File: src/inc/tcc_pkg.sv
// Shared constants and types for the timer/counter with clock select and capture
package tcc_pkg;
   localparam int AW = 3;
   localparam int DW = 8;

   typedef struct packed {
      logic [AW-1:0] addr;
      logic [DW-1:0] wdata;
      logic          wr;
      logic          rd;
   } tcc_bus_t;

   // Register offsets
   localparam logic [AW-1:0] OFS_CTRL_A  = 3'h0;
   localparam logic [AW-1:0] OFS_CTRL_B  = 3'h1;
   localparam logic [AW-1:0] OFS_CNT_LO  = 3'h2;
   localparam logic [AW-1:0] OFS_CNT_HI  = 3'h3;
   localparam logic [AW-1:0] OFS_CMP_A   = 3'h4;
   localparam logic [AW-1:0] OFS_CMP_B   = 3'h5;
   localparam logic [AW-1:0] OFS_FLAGS   = 3'h6;
   localparam logic [AW-1:0] OFS_IRQ_EN  = 3'h7;

   // timer_control_a fields
   localparam int A_CTC     = 0;
   localparam int A_WIDE    = 1;
   localparam int A_CAPEN   = 2;
   localparam int A_ACSEL   = 3;
   localparam int A_CAPRISE = 4;
   localparam int A_USED    = 5;
   // timer_control_b fields
   localparam int B_CS_LSB  = 0;
   localparam int B_CS_W    = 3;
   localparam int B_PSR     = 7;
   // Flag and enable bit positions
   localparam int F_OVF     = 0;
   localparam int F_CAP     = 1;
   localparam int F_CMPA    = 2;
   localparam int F_CMPB    = 3;
   localparam int F_W       = 4;

   localparam logic [DW-1:0] RST_BYTE = 8'h00;
   localparam logic [DW-1:0] BOTTOM   = 8'h00;
   localparam logic [DW-1:0] MAX8     = 8'hFF;
   localparam logic [15:0]   MAX16    = 16'hFFFF;

   // Clock source select encodings
   localparam logic [2:0] CS_STOP     = 3'h0;
   localparam logic [2:0] CS_DIV1     = 3'h1;
   localparam logic [2:0] CS_DIV8     = 3'h2;
   localparam logic [2:0] CS_DIV64    = 3'h3;
   localparam logic [2:0] CS_DIV256   = 3'h4;
   localparam logic [2:0] CS_DIV1024  = 3'h5;
   localparam logic [2:0] CS_EXT_FALL = 3'h6;
   localparam logic [2:0] CS_EXT_RISE = 3'h7;

   // Prescaler tap widths: divide by 2**n
   localparam int PS_W      = 10;
   localparam int TAP8      = 3;
   localparam int TAP64     = 6;
   localparam int TAP256    = 8;
   localparam int TAP1024   = 10;

   // Synchronised input indices
   localparam int IN_EXT    = 0;
   localparam int IN_CAP    = 1;
   localparam int IN_ACO    = 2;
   localparam int IN_N      = 3;
endpackage

File: src/rtl/tcc_timer.sv
// Timer/counter: clock select, prescaler, external count input, counter and capture
//
// Chosen here: the register addresses and the plain strobed port.
`timescale 1ns/1ps
//////////////////////////////////////////////////////////////////////////////
//////////////////////////////////////////////////////////////////////////////
module tcc_timer
   import tcc_pkg::*;
(
   input  wire logic             i_clk_sys,           // System clock, 125 MHz
   input  wire logic             i_nrst,              // Async reset, active low
   input  wire tcc_pkg::tcc_bus_t i_bus,              // Register access request
   output logic [tcc_pkg::DW-1:0] o_rdata,            // Read data, cycle after read
   input  wire logic             i_ext_count_pin,     // External count clock pin
   input  wire logic             i_capture_input_pin, // Capture event pin
   input  wire logic             i_comparator_output, // Analog comparator result
   input  wire logic             i_ovf_ack,           // Overflow interrupt serviced
   input  wire logic             i_cap_ack,           // Capture interrupt serviced
   input  wire logic             i_cmpa_ack,          // Compare A interrupt serviced
   input  wire logic             i_cmpb_ack,          // Compare B interrupt serviced
   output logic                  o_irq_ovf,           // Overflow interrupt request
   output logic                  o_irq_cap,           // Capture interrupt request
   output logic                  o_irq_cmpa,          // Compare A interrupt request
   output logic                  o_irq_cmpb           // Compare B interrupt request
);
   import tcc_pkg::*;

   //////////////////////////////////////////////////////////////////////////
   // Storage
   logic [A_USED-1:0] ctrl_a_reg;
   logic [B_CS_W-1:0] cs_reg;
   logic [PS_W-1:0]   ps_reg;
   logic [15:0]       cnt_reg;
   logic [DW-1:0]     cmp_a_reg;
   logic [DW-1:0]     cmp_b_reg;
   logic [F_W-1:0]    flag_reg;
   logic [F_W-1:0]    flag_next;
   logic [F_W-1:0]    irq_en_reg;
   logic [DW-1:0]     rdata_reg;
   logic              block_reg;
   logic              cap_prev_reg;
   logic [F_W-1:0]    irq_reg;
   logic [IN_N-1:0]   half_reg;
   logic [IN_N-1:0]   sync_reg;
   logic [IN_N-1:0]   prev_reg;
   logic [IN_N-1:0]   pins;

   logic              wr_ctrl_a;
   logic              wr_ctrl_b;
   logic              wr_cnt_lo;
   logic              wr_cnt_hi;
   logic              wr_cmp_a;
   logic              wr_cmp_b;
   logic              wr_flags;
   logic              wr_irq_en;
   logic              tick;
   logic              ext_rise_reg;
   logic              ext_fall_reg;
   logic              wide;
   logic              capen;
   logic              ctc;
   logic              cnt_wr;
   logic              wrap;
   logic              match_a;
   logic              match_b;
   logic              cap_src;
   logic              cap_trig;
   logic [F_W-1:0]    set_ev;
   logic [F_W-1:0]    clr_ev;
   logic [DW-1:0]     rd_mux;

   function automatic logic wr_hit(input tcc_bus_t b, input logic [AW-1:0] ofs);
      wr_hit = b.wr && (b.addr == ofs);
   endfunction

   // Tap fires once per 2**n clocks, when the low n bits are all ones
   function automatic logic tap(input logic [PS_W-1:0] p, input int n);
      logic [PS_W-1:0] mask;
      mask = PS_W'((1 << n) - 1);
      tap  = ((p & mask) == mask);
   endfunction

   assign wr_ctrl_a = wr_hit(i_bus, OFS_CTRL_A);
   assign wr_ctrl_b = wr_hit(i_bus, OFS_CTRL_B);
   assign wr_cnt_lo = wr_hit(i_bus, OFS_CNT_LO);
   assign wr_cnt_hi = wr_hit(i_bus, OFS_CNT_HI);
   assign wr_cmp_a  = wr_hit(i_bus, OFS_CMP_A);
   assign wr_cmp_b  = wr_hit(i_bus, OFS_CMP_B);
   assign wr_flags  = wr_hit(i_bus, OFS_FLAGS);
   assign wr_irq_en = wr_hit(i_bus, OFS_IRQ_EN);

   //////////////////////////////////////////////////////////////////////////
   // Control registers
   always_ff @(posedge i_clk_sys or negedge i_nrst) begin
      if (!i_nrst) begin
         ctrl_a_reg <= RST_BYTE[A_USED-1:0];
      end else if (wr_ctrl_a) begin
         ctrl_a_reg <= i_bus.wdata[A_USED-1:0];
      end
   end

   always_ff @(posedge i_clk_sys or negedge i_nrst) begin
      if (!i_nrst) begin
         cs_reg <= RST_BYTE[B_CS_W-1:0];
      end else if (wr_ctrl_b) begin
         cs_reg <= i_bus.wdata[B_CS_LSB +: B_CS_W];
      end
   end

   always_ff @(posedge i_clk_sys or negedge i_nrst) begin
      if (!i_nrst) begin
         irq_en_reg <= RST_BYTE[F_W-1:0];
      end else if (wr_irq_en) begin
         irq_en_reg <= i_bus.wdata[F_W-1:0];
      end
   end

   assign wide  = ctrl_a_reg[A_WIDE];
   assign capen = ctrl_a_reg[A_CAPEN];
   // Clear-on-match exists only in plain 8-bit mode
   assign ctc   = ctrl_a_reg[A_CTC] && !wide && !capen;

   //////////////////////////////////////////////////////////////////////////
   // Prescaler: never gated by the clock select, so taps keep their phase
   always_ff @(posedge i_clk_sys or negedge i_nrst) begin
      if (!i_nrst) begin
         ps_reg <= '0;
      end else if (wr_ctrl_b && i_bus.wdata[B_PSR]) begin
         ps_reg <= '0;
      end else begin
         ps_reg <= ps_reg + PS_W'(1);
      end
   end

   //////////////////////////////////////////////////////////////////////////
   // Pin synchronisers: the falling-edge stage stands in for a latch open
   // while the clock is high; the second stage alone reads it
   assign pins = {i_comparator_output, i_capture_input_pin, i_ext_count_pin};

   genvar gi;
   generate
      for (gi = 0; gi < IN_N; gi++) begin : g_sync
         always_ff @(negedge i_clk_sys or negedge i_nrst) begin
            if (!i_nrst) begin
               half_reg[gi] <= 1'b0;
            end else begin
               half_reg[gi] <= pins[gi];
            end
         end
         always_ff @(posedge i_clk_sys or negedge i_nrst) begin
            if (!i_nrst) begin
               sync_reg[gi] <= 1'b0;
               prev_reg[gi] <= 1'b0;
            end else begin
               sync_reg[gi] <= half_reg[gi];
               prev_reg[gi] <= sync_reg[gi];
            end
         end
      end
   endgenerate

   // Registered edge pulse: without this stage a pin edge would reach the
   // counter after only 1.5 to 2.5 clocks instead of 2.5 to 3.5
   always_ff @(posedge i_clk_sys or negedge i_nrst) begin
      if (!i_nrst) begin
         ext_rise_reg <= 1'b0;
         ext_fall_reg <= 1'b0;
      end else begin
         ext_rise_reg <= sync_reg[IN_EXT] && !prev_reg[IN_EXT];
         ext_fall_reg <= !sync_reg[IN_EXT] && prev_reg[IN_EXT];
      end
   end

   //////////////////////////////////////////////////////////////////////////
   // Clock select
   always_comb begin
      case (cs_reg)
         CS_STOP:     tick = 1'b0;
         CS_DIV1:     tick = 1'b1;
         CS_DIV8:     tick = tap(ps_reg, TAP8);
         CS_DIV64:    tick = tap(ps_reg, TAP64);
         CS_DIV256:   tick = tap(ps_reg, TAP256);
         CS_DIV1024:  tick = tap(ps_reg, TAP1024);
         CS_EXT_FALL: tick = ext_fall_reg;
         CS_EXT_RISE: tick = ext_rise_reg;
         default:     tick = 1'b0;
      endcase
   end

   //////////////////////////////////////////////////////////////////////////
   // Counter unit
   assign cnt_wr  = wr_cnt_lo || wr_cnt_hi;
   assign wrap    = tick && !cnt_wr &&
                    (wide ? (cnt_reg == MAX16) : (cnt_reg[7:0] == MAX8));
   // A write to the counter masks compare matches on the next tick
   assign match_a = tick && !block_reg && !capen &&
                    (wide ? (cnt_reg == {cmp_b_reg, cmp_a_reg})
                          : (cnt_reg[7:0] == cmp_a_reg));
   assign match_b = tick && !block_reg && !wide &&
                    (cnt_reg[7:0] == cmp_b_reg);

   always_ff @(posedge i_clk_sys or negedge i_nrst) begin
      if (!i_nrst) begin
         cnt_reg <= 16'h0000;
      end else if (wr_cnt_lo) begin
         cnt_reg[7:0] <= i_bus.wdata;
      end else if (wr_cnt_hi) begin
         cnt_reg[15:8] <= i_bus.wdata;
      end else if (tick) begin
         if (wide) begin
            cnt_reg <= cnt_reg + 16'h0001;
         end else if (ctc && (cnt_reg[7:0] == cmp_a_reg)) begin
            cnt_reg[7:0] <= BOTTOM;
         end else begin
            cnt_reg[7:0] <= cnt_reg[7:0] + 8'h01;
         end
      end
   end

   always_ff @(posedge i_clk_sys or negedge i_nrst) begin
      if (!i_nrst) begin
         block_reg <= 1'b0;
      end else if (cnt_wr) begin
         block_reg <= 1'b1;
      end else if (tick) begin
         block_reg <= 1'b0;
      end
   end

   //////////////////////////////////////////////////////////////////////////
   // Capture unit: the edge is taken after the source mux, so switching
   // source can itself look like an edge
   assign cap_src  = ctrl_a_reg[A_ACSEL] ? sync_reg[IN_ACO] : sync_reg[IN_CAP];
   assign cap_trig = capen && (cap_src != cap_prev_reg) &&
                     (cap_src == ctrl_a_reg[A_CAPRISE]);

   always_ff @(posedge i_clk_sys or negedge i_nrst) begin
      if (!i_nrst) begin
         cap_prev_reg <= 1'b0;
      end else begin
         cap_prev_reg <= cap_src;
      end
   end

   // A capture overrides a simultaneous software write of the same byte
   always_ff @(posedge i_clk_sys or negedge i_nrst) begin
      if (!i_nrst) begin
         cmp_a_reg <= RST_BYTE;
      end else if (cap_trig) begin
         cmp_a_reg <= cnt_reg[7:0];
      end else if (wr_cmp_a) begin
         cmp_a_reg <= i_bus.wdata;
      end
   end

   always_ff @(posedge i_clk_sys or negedge i_nrst) begin
      if (!i_nrst) begin
         cmp_b_reg <= RST_BYTE;
      end else if (cap_trig && wide) begin
         cmp_b_reg <= cnt_reg[15:8];
      end else if (wr_cmp_b) begin
         cmp_b_reg <= i_bus.wdata;
      end
   end

   //////////////////////////////////////////////////////////////////////////
   // Flags: a new event beats a clear landing in the same cycle
   always_comb begin
      set_ev         = '0;
      set_ev[F_OVF]  = wrap;
      set_ev[F_CAP]  = cap_trig;
      set_ev[F_CMPA] = match_a;
      set_ev[F_CMPB] = match_b;
      clr_ev         = wr_flags ? i_bus.wdata[F_W-1:0] : '0;
      clr_ev[F_OVF]  = clr_ev[F_OVF] | i_ovf_ack;
      clr_ev[F_CAP]  = clr_ev[F_CAP] | i_cap_ack;
      clr_ev[F_CMPA] = clr_ev[F_CMPA] | i_cmpa_ack;
      clr_ev[F_CMPB] = clr_ev[F_CMPB] | i_cmpb_ack;
      flag_next      = (flag_reg & ~clr_ev) | set_ev;
   end

   always_ff @(posedge i_clk_sys or negedge i_nrst) begin
      if (!i_nrst) begin
         flag_reg <= '0;
      end else begin
         flag_reg <= flag_next;
      end
   end

   always_ff @(posedge i_clk_sys or negedge i_nrst) begin
      if (!i_nrst) begin
         irq_reg <= '0;
      end else begin
         irq_reg <= flag_reg & irq_en_reg;
      end
   end

   assign o_irq_ovf  = irq_reg[F_OVF];
   assign o_irq_cap  = irq_reg[F_CAP];
   assign o_irq_cmpa = irq_reg[F_CMPA];
   assign o_irq_cmpb = irq_reg[F_CMPB];

   //////////////////////////////////////////////////////////////////////////
   // Read port: data valid only in the cycle after the strobe
   always_comb begin
      rd_mux = RST_BYTE;
      case (i_bus.addr)
         OFS_CTRL_A: rd_mux[A_USED-1:0] = ctrl_a_reg;
         OFS_CTRL_B: rd_mux[B_CS_LSB +: B_CS_W] = cs_reg;
         OFS_CNT_LO: rd_mux = cnt_reg[7:0];
         OFS_CNT_HI: rd_mux = cnt_reg[15:8];
         OFS_CMP_A:  rd_mux = cmp_a_reg;
         OFS_CMP_B:  rd_mux = cmp_b_reg;
         OFS_FLAGS:  rd_mux[F_W-1:0] = flag_reg;
         OFS_IRQ_EN: rd_mux[F_W-1:0] = irq_en_reg;
         default:    rd_mux = RST_BYTE;
      endcase
   end

   always_ff @(posedge i_clk_sys or negedge i_nrst) begin
      if (!i_nrst) begin
         rdata_reg <= RST_BYTE;
      end else if (i_bus.rd) begin
         rdata_reg <= rd_mux;
      end else begin
         rdata_reg <= RST_BYTE;
      end
   end

   assign o_rdata = rdata_reg;
endmodule

File: config.mk
export PLATFORM = sky130hd
export DESIGN_NAME = tcc_timer
export DESIGN_NICKNAME = d
export VERILOG_FILES = /design/src/inc/tcc_pkg.sv /design/src/rtl/tcc_timer.sv
export SDC_FILE = /design/constraint.sdc
export NUM_CORES = 1
export LEC_CHECK = 0
export BUFFER_PORTS_ARGS = -buffer_cell sky130_fd_sc_hd__buf_2
export CORE_UTILIZATION = 40
export CTS_CLUSTER_DIAMETER = 100
export DETAILED_ROUTE_END_ITERATION = 8
export PLACE_DENSITY = 0.54
export SYNTH_ARGS = -nofsm -noshare
export SYNTH_HDL_FRONTEND = slang
export SYNTH_SLANG_ARGS = --single-unit
File: constraint.sdc
create_clock -name i_clk_sys -period 4.4 [get_ports i_clk_sys]
set_clock_uncertainty 0.05 [all_clocks]
set_input_delay 0.88 -clock i_clk_sys [delete_from_list [all_inputs] [get_ports i_clk_sys]]
set_output_delay 0.88 -clock i_clk_sys [all_outputs]
set_load 0.005 [all_outputs]
# Word-level counts from Yosys, hierarchy flattened

Index checks and enable logic that the tools add are counted.

Reductions and logical operators: 41
Mux-type cells: 24
Bitwise operators: 9
Equality and inequality tests: 26
Add/subtract/negate cells: 3

Operator list:

| kind                                          | count |
|---|---|
| 2-to-1 mux 8 bit                              | 11 |
| == test 3 bit, second input constant          | 9 |
| logical AND 1 bit                             | 24 |
| case mux 3 bit (8 select lines)               | 1 |
| adder 16 x 1 -> 16 bit, second input constant | 1 |
| == test 16 bit                                | 1 |
| == test 16 bit, second input constant         | 1 |
| == test 8 bit                                 | 2 |
| == test 8 bit, second input constant          | 2 |
| 2-to-1 mux 16 bit                             | 1 |
| == test 3 x 2 -> 1 bit, second input constant | 4 |
| case mux 3 bit (4 select lines)               | 1 |
| nonzero test 2 bit                            | 6 |
| adder 10 x 1 -> 10 bit, second input constant | 1 |
| == test 10 bit, second input constant         | 1 |
| 2-to-1 mux 10 bit                             | 1 |
| adder 8 x 1 -> 8 bit, second input constant   | 1 |
| AND 4 bit                                     | 2 |
| case mux 1 bit (8 select lines)               | 1 |
| case mux 1 bit (7 select lines)               | 1 |
| == test 3 x 1 -> 1 bit, second input constant | 2 |
| == test 6 bit, second input constant          | 1 |
| logical NOT 1 bit                             | 6 |
| logical NOT 3 bit                             | 2 |
| 13 further kinds                              | 20 |

Bits in registers: 81
Logic and storage cells: 125

# Depth between registers and ports, before layout

Gate-level depths: netlist of the first run.

Depth after elaboration: 9
Gate-level depth with buffers: 9

==> metrics.md, run 1 <==
| Metric | Value |
|---|---|
| Met3 usage | 0.0434 |
| Iteration-0 DRC Markers | 229 |
| R2R Path Start | half_reg[1] |
| DR vias | 3457 |
| Clk buf depth | 2 |
| Yosys top cell by area | dfrtp_1 |
| Post-CTS sizing | 0 |
| Crit path arrival time | 0.97 ns |
| CORE AREA | 10900 sq um |
| Final wirelength | 11800 microns |
| Hold-fix buffers at CTS | 0 |
| RSZ-0062 raised after global routing | no |
| First-pass iteration count of the detailed router | 5 |
| Die Y | 108 microns |
| Synthesis-to-layout area growth | 8.41% |
| Worst hold path type | input pin to async pin |
| Count leader, synth | dfrtp_1 |
| Final core utilization | 0.448 |
| GRT busiest layer | met2 |
| Synth Register Bits | 81 |
| Met2 usage | 0.325 |
| IO Pins | 34 |
| Leakage Power | 2.04 nW |
| CTS H-tree depth | 3 |
| Slew HR | 0.430 |
| CTS sink cnt | 81 |
| Crit path max-delay family | buffers and inverters |
| Buffers on Ports | 33 |
| CP Class | input pin to register |
| Worst reg2reg endpoint | sync_reg[1] |
| Max reg flops | 16 |
| Final GP Congestion | 0.863 |
| Dpl cell area | 4660 sq um |
| EDFF count, synth | 0 |
| Status | finished, final reports clean |
| Post-synth ARST share | 1.00 |
| Synth Warn # | 0 |
| P per Cell Area | 546 nW/um^2 |
| Final Power | 0.00266 W |
| Syn_area_per_cell | 9.97 sq um |
| Share of cells above drive strength 1 | 0.169 |
| Register area share after synthesis | 0.451 |
| Via density | 5.65 |
| Max-cap violations | 0 |
| VDD IR-drop max | 0.244 mV |
| Flop-to-flop setup slack | 1.73 ns |
| Inserted Diodes | 0 |
| Worst-margin pin slew | 0.850 ns |
| Worst hold margin | 0.350 ns |
| Mapped cell area | 4500 sq um |
| Mapped Nets | 476 |
| Distinct cell type count after synthesis | 59 |
| Post-synth top flop | dfrtp_1 |
| Final Cell Area | 4870 sq um |
| Post-synth top area share | 0.434 |
| FILL cells | 1047 |
| Mapped Cells | 451 |
| CTS clk-pin slew, worst paths | 0.10 ns |
| Cts bufs inserted | 9 |
| Die area | 11700 sq um |
| Antenna violations before repair | 0 |
| Startpoint Class | input pin |
| Grt total ovfl | 0 |
| Standard-cell rows | 38 |
| Slew Limit Fails | 0 |
| CTS Root Cell | clkbuf_8 |
| Synth top area cells | dfrtp_1 43%, xnor2_1 6.2%, mux2i_1 5.6%, mux2_2 3.5%, nor2_1 3.4% |
| Initial core utilization | 0.413 |
| WL/cell | 19.3 microns |
| First-pass GRT wire length | 18800 microns |
| Final setup vio count | 0 |
| Slowest CP cell | buf_2 |
| Final Hold Viols | 0 |
| ANT nets after route | 0 |
| DRC | 0 |
| Die W | 108 microns |
| Worst path max stage delay | 0.09 ns |
| Post-detail-place hpwl | 8420 microns |
| R2R cell count | 0 |
| Clock latency on the worst-skew pair | 0.37 ns |
| GRT Util Overall | 0.221 |
| Setup Fix Bufs, Post-CTS | 0 |
| Largest net degree at the start of global routing | 58 |
| Number of global-route vias before repair | 3268 |
| Layout Nets | 492 |
| Setup_tns | 0 ns |
| Buf+Inv Stages, Crit Path | 1 |
| Crit-path cells | buf_2 |
| Most frequent cells after synthesis | 78 x dfrtp_1, 41 x nor2_1, 35 x nand2_1, 32 x xnor2_1, 27 x a21oi_1 |
| Met1 global-route usage | 0.315 |
| CTS tree | yes |
| Critical-path maximum fanout | 1 |
| Required @ worst endpoint | 2.35 ns |
| CP Capture Type | register |
-- where the power goes --
part / switching, W / total (W) / internal, W
logic: 0.000361 / 0.000761 / 0.000400
clock network: 0.000308 / 0.000593 / 0.000285
registers: 0.000356 / 0.00131 / 0.000951
-- cell type report --
cell class	instances	area, sq um	area share
Multi-Input combinational cell	327	2230	0.458
Tap cell	140	175	0.0359
Clock buffer	10	138	0.0282
Inverter	13	48.8	0.0100
Sequential cell	81	2030	0.416
Timing Repair Buffer	35	183	0.0375
Clock inverter	6	72.6	0.0149
-- layer usage --
| layer | wire length [microns] | vias up |
|---|---|---|
| met3 | 775 | 24 |
| met2 | 5310 | 138 |
| met5 | 0 | - |
| met4 | 332 | 0 |
| met1 | 5400 | 1668 |
| li1 | - | 1627 |
-- through the flow --
step / setup WS (ns) / std cells
floorplan: 1.13 / 451
finish: 1.38 / 612
global placement: 1.02 / 596
CTS: 1.39 / 612
global route: 1.40 / 612
detailed placement: 1.02 / 596
-- layout by cell type, fill, tap and decap left out, types with 3 or more instances in the layout --
cell type / instances
nand2_1: 35
o31ai_1: 3
nor3_1: 4
o211ai_1: 4
a211oi_1: 3
o22ai_1: 3
buf_4: 3
dfrtp_1: 78
mux2i_1: 25
nor4_1: 7
inv_1: 13
nand2b_1: 4
clkbuf_8: 10
xor2_1: 7
a22oi_1: 4
o21ai_0: 19
mux2_2: 14
inv_6: 3
nor2_1: 41
ha_1: 3
a21oi_1: 27
a221oi_1: 3
nor2b_1: 9
a22o_1: 4
buf_2: 32
nand3_1: 20
nand4_1: 6
dfrtn_1: 3
a32o_1: 4
nand3b_1: 6
xnor2_1: 32
and2_1: 7
-- worst max path at each step --
stage                              from     endpoint  depth (start not counted)
floorplan               i_ext_count_pin  half_reg[0]                          0
global placement        i_ext_count_pin  half_reg[0]                          1
detailed placement  i_comparator_output  half_reg[2]                          1
CTS                     i_ext_count_pin  half_reg[0]                          1
global route        i_capture_input_pin  half_reg[1]                          1
finish              i_capture_input_pin  half_reg[1]                          1
-- kinds of logic (layout without fill, tap and decap cells) --
kind of cell | count (synthesis) | in the layout | share of synthesized area
xor gates and xnor gates | 39 | 39 | 0.0760
and+or+nand+nor | 153 | 153 | 0.173
DFF | 81 | 81 | 0.451
buffers and inverters | 43 | 64 | 0.0532
AOI/OAI and AO/OA | 92 | 92 | 0.143
adders and majority gates | 3 | 3 | 0.00835
muxes | 40 | 40 | 0.0957
(Power assumes the default switching activity.)
==> run 2, diff against run 1 <==
- ABC_AREA: default -> 1
- PLACE_DENSITY: 0.54 -> 0.56
- clock period: 4.4 -> 2.5 ns (I/O delays scaled with it)
==> metrics.md, run 2 <==
| Metric | Value |
|---|---|
| EDFF count, synth | 0 (unchanged) |
| Distinct cell type count after synthesis | 45 (-24%) |
| Post-synth ARST share | 1.00 (unchanged) |
| Synth Register Bits | 81 (unchanged) |
| Synthesis-to-layout area growth | 12.3% |
| Hold-fix buffers at CTS | 0 (unchanged) |
| Standard-cell rows | 39 (+2.6%) |
| Post-synth top area share | 0.405 (-0.0295) |
| Max reg flops | 16 (unchanged) |
| Failing checks | design-rule violations |
| Required @ worst endpoint | 2.74 ns (+0.39 ns) |
| Setup Fix Bufs, Post-CTS | 0 (unchanged) |
| CTS H-tree depth | 3 (unchanged) |
| Layout Nets | 701 (+42%) |
| WL/cell | 16.2 microns (-16%) |
| Startpoint Class | register |
| Buffers on Ports | 33 (unchanged) |
| Die Y | 112 microns (+3.5%) |
| CORE AREA | 11600 sq um (+6.2%) |
| Synth top area cells | dfrtp_1 40%, nand2_1 17%, inv_1 5.4%, nand3_1 4.4%, nor2_1 3.5% |
| Final core utilization | 0.468 (+0.0206) |
| Final wirelength | 13300 microns (+13%) |
| FILL cells | 1136 (+8.5%) |
| CTS clk-pin slew, worst paths | 0.06 ns (-0.04 ns) |
| CTS sink cnt | 81 (unchanged) |
| Max-cap violations | 0 (unchanged) |
| Final Hold Viols | 0 (unchanged) |
| Final setup vio count | 0 (unchanged) |
| Register area share after synthesis | 0.420 (-0.0306) |
| Inserted Diodes | 0 (unchanged) |
| Yosys top cell by area | dfrtp_1 |
| Clk buf depth | 2 (unchanged) |
| Mapped cell area | 4820 sq um (+7.3%) |
| Critical-path maximum fanout | 10 (+9) |
| Mapped Cells | 644 (+43%) |
| ANT nets after route | 0 (unchanged) |
| Final worst path period need | 1.98 ns |
| CP Class | register to register |
| DRC | 2 (+2) |
| CP Capture Type | register |
| CTS Root Cell | clkbuf_16 |
| Iteration-0 DRC Markers | 366 (+60%) |
| RSZ-0062 raised after global routing | no |
| Post-detail-place hpwl | 10100 microns (+19%) |
| First-pass iteration count of the detailed router | 7 (+2) |
| Die area | 12500 sq um (+7.2%) |
| Final GP Congestion | 0.927 (+7.4%) |
| Post-synth top flop | dfrtp_1 |
| Worst hold path type | input pin to async pin |
| Number of global-route vias before repair | 4070 (+25%) |
| Share of cells above drive strength 1 | 0.157 (-0.0124) |
| GRT Util Overall | 0.233 (+0.0122) |
| Via density | 5.20 (-7.9%) |
| Slew HR | 0.569 (+0.139) |
| DR vias | 4286 (+24%) |
| Synth Warn # | 0 (unchanged) |
| Max Clock Freq | 506 MHz |
| Clock latency on the worst-skew pair | 0.35 ns (-0.02 ns) |
| Count leader, synth | nand2_1 |
| First-pass GRT wire length | 22100 microns (+17%) |
| Final worst-path cycle share | 0.791 |
| Crit path arrival time | 2.21 ns (+1.24 ns) |
| Worst-margin pin slew | 0.646 ns (-0.203 ns) |
| CTS tree | yes |
| Die W | 112 microns (+3.5%) |
| Cts bufs inserted | 9 (unchanged) |
| Antenna violations before repair | 0 (unchanged) |
| IO Pins | 34 (unchanged) |
| Slew Limit Fails | 0 (unchanged) |
| VDD IR-drop max | 0.472 mV (+94%) |
| Grt total ovfl | 0 (unchanged) |
| Status | complete, but fails checks |
| Setup_tns | 0 ns (unchanged) |
| Syn_area_per_cell | 7.49 sq um (-25%) |
| Largest net degree at the start of global routing | 52 (-10%) |
| P per Cell Area | 964 nW/um^2 (+77%) |
| Post-CTS sizing | 0 (unchanged) |
| Most frequent cells after synthesis | 217 x nand2_1, 78 x dfrtp_1, 69 x inv_1, 45 x nor2_1, 42 x nand3_1 |
| Mapped Nets | 669 (+41%) |
| Most common cell after layout, fill and taps aside | nand2_1 |
| Most frequent cells in the layout | 217 x nand2_1, 78 x dfrtp_1, 69 x inv_1, 45 x nor2_1, 42 x nand3_1 |
| Leakage Power | 2.76 nW (+36%) |
| Initial core utilization | 0.417 (+0.00418) |
## run 2: kinds of logic after synthesis
kind of cell / count (synthesis) / share of synthesized area
AOI/OAI and AO/OA: 88 / 0.111
xor gates and xnor gates: 16 / 0.0291
adders and majority gates: 3 / 0.00778
buffers and inverters: 99 / 0.0924
DFF: 81 / 0.420
and+or+nand+nor: 357 / 0.340
## run 2: cell type report
class | count | area, sq um | area share
Clock buffer | 11 | 243 | 0.0448
Timing Repair Buffer | 36 | 190 | 0.0351
Inverter | 84 | 340 | 0.0628
Sequential cell | 81 | 2030 | 0.374
Tap cell | 143 | 179 | 0.0330
Clock inverter | 5 | 85.1 | 0.0157
Multi-Input combinational cell | 464 | 2350 | 0.434
## run 2: where the power goes
group	switching (W)	internal, W
logic	0.000982	0.000652
registers	0.000472	0.00166
clock network	0.000548	0.000909
total	0.00200	0.00322
## run 2: final timing paths
check	endpoint	startpoint	slack (ns)	depth (start not counted)
max in group asynchronous	half_reg[2]	i_nrst	1.21	1
worst max-delay path	flag_reg[0]	cnt_reg[0]	0.52	9
worst min-delay path	flag_reg[2]	i_nrst	0.19	2
worst max register to register	flag_reg[0]	cnt_reg[0]	0.52	9
worst min register to register	prev_reg[0]	sync_reg[0]	0.36	0
min in group i_clk_sys	flag_reg[1]	i_cap_ack	0.28	2
## run 2: worst max-delay path, cell delays in order (launching register included)
cell and delay (ns):
dfrtp_1 0.60, ha_1 0.24, nand2_1 0.08, inv_2 0.10, nand2_1 0.11, nor2_2 0.19, nand3_1 0.12, o21ai_1 0.16
nand4_1 0.17, nand2_1 0.09
## run 2: metal layers
metal / track usage / part of all wire / vias up
li1: - / - / 2134
met3: 0.0403 / 0.058 / 26
met5: 0 / 0 / -
met1: 0.321 / 0.46 / 1992
met4: 0.104 / 0.027 / 0
met2: 0.359 / 0.46 / 134
## run 2: per-stage QoR
stage,hold slack [ns],power [W],area (sq um),setup WS [ns],cells
after global routing,0.228,0.00559,5420,0.324,824
final,0.185,0.00522,5420,0.524,824
after detailed placement,0.350,0.00377,5090,0.452,808
after floorplan,0.154,0.00330,4820,0.556,644
after CTS,0.201,0.00524,5420,0.546,824
after global placement,0.336,0.00373,5090,0.452,808
==> run 3, diff against run 2 <==
- PLACE_DENSITY: 0.56 -> 0.54
- clock period: 2.5 -> 1.9 ns (I/O delays scaled with it)
==> metrics.md, run 3 (same netlist as run 2, synthesis figures left out) <==
| Metric | Value |
|---|---|
| Status | complete, but fails checks |
| Failing checks | design-rule violations |
| Standard-cell rows | 39 (unchanged) |
| Final setup vio count | 0 (unchanged) |
| WL/cell | 16.7 microns (+3.2%) |
| Layout Nets | 716 (+2.1%) |
| Critical-path maximum fanout | 9 (-1) |
| Setup Fix Bufs, Post-CTS | 0 (unchanged) |
| Max-cap violations | 0 (unchanged) |
| Worst hold path type | input pin to register |
| Final worst-path cycle share | 0.931 (+0.140) |
| CTS clk-pin slew, worst paths | 0.07 ns (about the same) |
| Dpl cell area | 5200 sq um (+2.3%) |
| Logic gate share of total power | 0.359 (+0.046) |
| Final wirelength | 14000 microns (+5.1%) |
| Reg power frac | 0.378 (-0.030) |
| Slowest CP cell | dfrtp_1 |
| Final Power | 0.00698 W (+34%) |
| Number of global-route vias before repair | 4129 (+1.4%) |
| Buffers on Ports | 33 (unchanged) |
| CP Class | register to register |
| Leakage Power | 2.84 nW (+2.8%) |
| Net switching power | 0.00274 W (+37%) |
| Final Cell Area | 5540 sq um (+2.2%) |
| CTS tree | yes |
| GRT Util Overall | 0.239 (+0.00585) |
| P per Cell Area | 1260 nW/um^2 (+31%) |
| Final Hold Viols | 0 (unchanged) |
| Final GP Congestion | 0.895 (-3.5%) |
| Most frequent cells in the layout | 216 x nand2_1, 78 x dfrtp_1, 69 x inv_1, 45 x nor2_1, 42 x nand3_1 |
| Most common cell after layout, fill and taps aside | nand2_1 |
| IO Pins | 34 (unchanged) |
| Slew HR | 0.741 (+0.172) |
| Setup_tns | 0 ns (unchanged) |
| Internal power | 0.00424 W (+32%) |
| CTS Root Cell | clkbuf_16 |
| First-pass iteration count of the detailed router | 9 (+2) |
| Startpoint Class | register |
| CTS sink cnt | 81 (unchanged) |
| Clock latency on the worst-skew pair | 0.35 ns (about the same) |
| Final core utilization | 0.479 (+0.0104) |
| Post-detail-place hpwl | 10300 microns (+2.7%) |
| Final worst path period need | 1.77 ns (-0.208 ns) |
| CORE AREA | 11600 sq um (unchanged) |
| Worst path max stage delay | 0.40 ns (-0.20 ns) |
| Max Clock Freq | 566 MHz (+12%) |
| Most used cell, CP | nand2_1 |
| First-pass GRT wire length | 22500 microns (+1.8%) |
| Final WS setup | 0.132 ns (-0.392 ns) |
| Grt total ovfl | 0 (unchanged) |
| Slew Limit Fails | 0 (unchanged) |
| Switching Fraction | 0.393 (+0.00933) |
| Pre-CTS setup slack | 0.0762 ns (-0.376 ns) |
| Max reg flops | 16 (unchanged) |
| Crit path arrival time | 1.95 ns (-0.26 ns) |
| DR vias | 4338 (+1.2%) |
| VDD IR-drop max | 0.695 mV (+47%) |
| Die W | 112 microns (unchanged) |
| Via density | 5.17 (-0.60%) |
| Die Y | 112 microns (unchanged) |
| Die area | 12500 sq um (unchanged) |
| CTS H-tree depth | 3 (unchanged) |
| Cts bufs inserted | 9 (unchanged) |
| Required @ worst endpoint | 2.08 ns (-0.66 ns) |
| Iteration-0 DRC Markers | 351 (-4.1%) |
| Antenna violations before repair | 0 (unchanged) |
| Crit-path cells | ha_1 > nand2_1 > nor2_4 > nand2_1 > nand3_1 > nand2_2 > nand3_2 > nand2_4 > clkinv_4 > nand2_1 > nand2_1 |
| Synthesis-to-layout area growth | 14.8% |
| Inserted Diodes | 0 (unchanged) |
| CP Capture Type | register |
| Share of cells above drive strength 1 | 0.178 (+0.0210) |
| Clk buf depth | 2 (unchanged) |
| Worst-margin pin slew | 0.389 ns (-0.257 ns) |
| Largest net degree at the start of global routing | 71 (+37%) |
| ANT nets after route | 0 (unchanged) |
| Clk network pwr share | 0.263 (-0.016) |
| Initial core utilization | 0.417 (unchanged) |
| DRC | 3 (+1) |
==> run 3: changes by cell type in the layout (fill, tap and decap cells not counted) <==
cell,change
buf_12,+1
nand2_1,-1
o21ai_2,+1
dlygate4sd3_1,+1
buf_4,+13
bufinv_16,-1
inv_8,+1
o21ai_1,-1
nand2_2,+1
clkinv_4,+2
clkbuf_1,-1
inv_6,-1
==> run 3: area by class of cell <==
type,count,area [sq um]
clock buffer,10,239
clock inverter,6,75.1
fill,1150,6030
inverter,84,340
multi-input combinational,464,2360
sequential,81,2030
tap,143,179
timing repair buffer,51,318
==> run 3: through the flow <==
stage               instances  hold WS (ns)
floorplan                 644        0.0344
global placement          822         0.189
detailed placement        822         0.192
CTS                       839         0.157
global route              839         0.161
finish                    839         0.170
==> run 3: timing repair <==
action                                 CTS  global route
endpoints found under the hold margin    8             0
setup endpoints to repair                0            13
hold buffers                             1             0
resized for setup                        0             2
==> run 3: power by group through the flow <==
| stage | registers, W | logic (W) | clock network [W] |
|---|---|---|---|
| 6_report | 0.00264 | 0.00251 | 0.00184 |
| 3_3_place_gp | 0.00265 | 0.00246 | 0 |
| 4_1_cts | 0.00263 | 0.00249 | 0.00187 |
| 3_5_place_dp | 0.00265 | 0.00247 | 0 |
| 2_1_floorplan | 0.00251 | 0.00183 | 0 |
| 5_1_grt | 0.00270 | 0.00281 | 0.00194 |
==> run 3: worst paths after layout <==
| path | slack, ns | depth (start not counted) | to | startpoint |
|---|---|---|---|---|
| min in group asynchronous | 0.43 | 2 | ps_reg[1] | i_nrst |
| worst max-delay path | 0.13 | 11 | cnt_reg[3] | ps_reg[0] |
| worst min register to register | 0.36 | 0 | prev_reg[0] | sync_reg[0] |
| max in group asynchronous | 0.34 | 2 | half_reg[2] | i_nrst |
| worst max register to register | 0.13 | 11 | cnt_reg[3] | ps_reg[0] |
| worst min-delay path | 0.17 | 2 | flag_reg[1] | i_cap_ack |
==> run 3: metal layers <==
metal	wire length [microns]	GRT usage
met1	6430	0.326
met2	6350	0.370
met3	690	0.0316
met4	527	0.124
met5	0	0
==> run 3: worst max-delay path: cells and delay by family, from the launching register on <==
| family | cells | cell delay [ns] |
|---|---|---|
| fa+ha+maj | 1 | 0.22 |
| buf+inv | 1 | 0.10 |
| flops | 1 | 0.40 |
| simple gates | 9 | 0.88 |
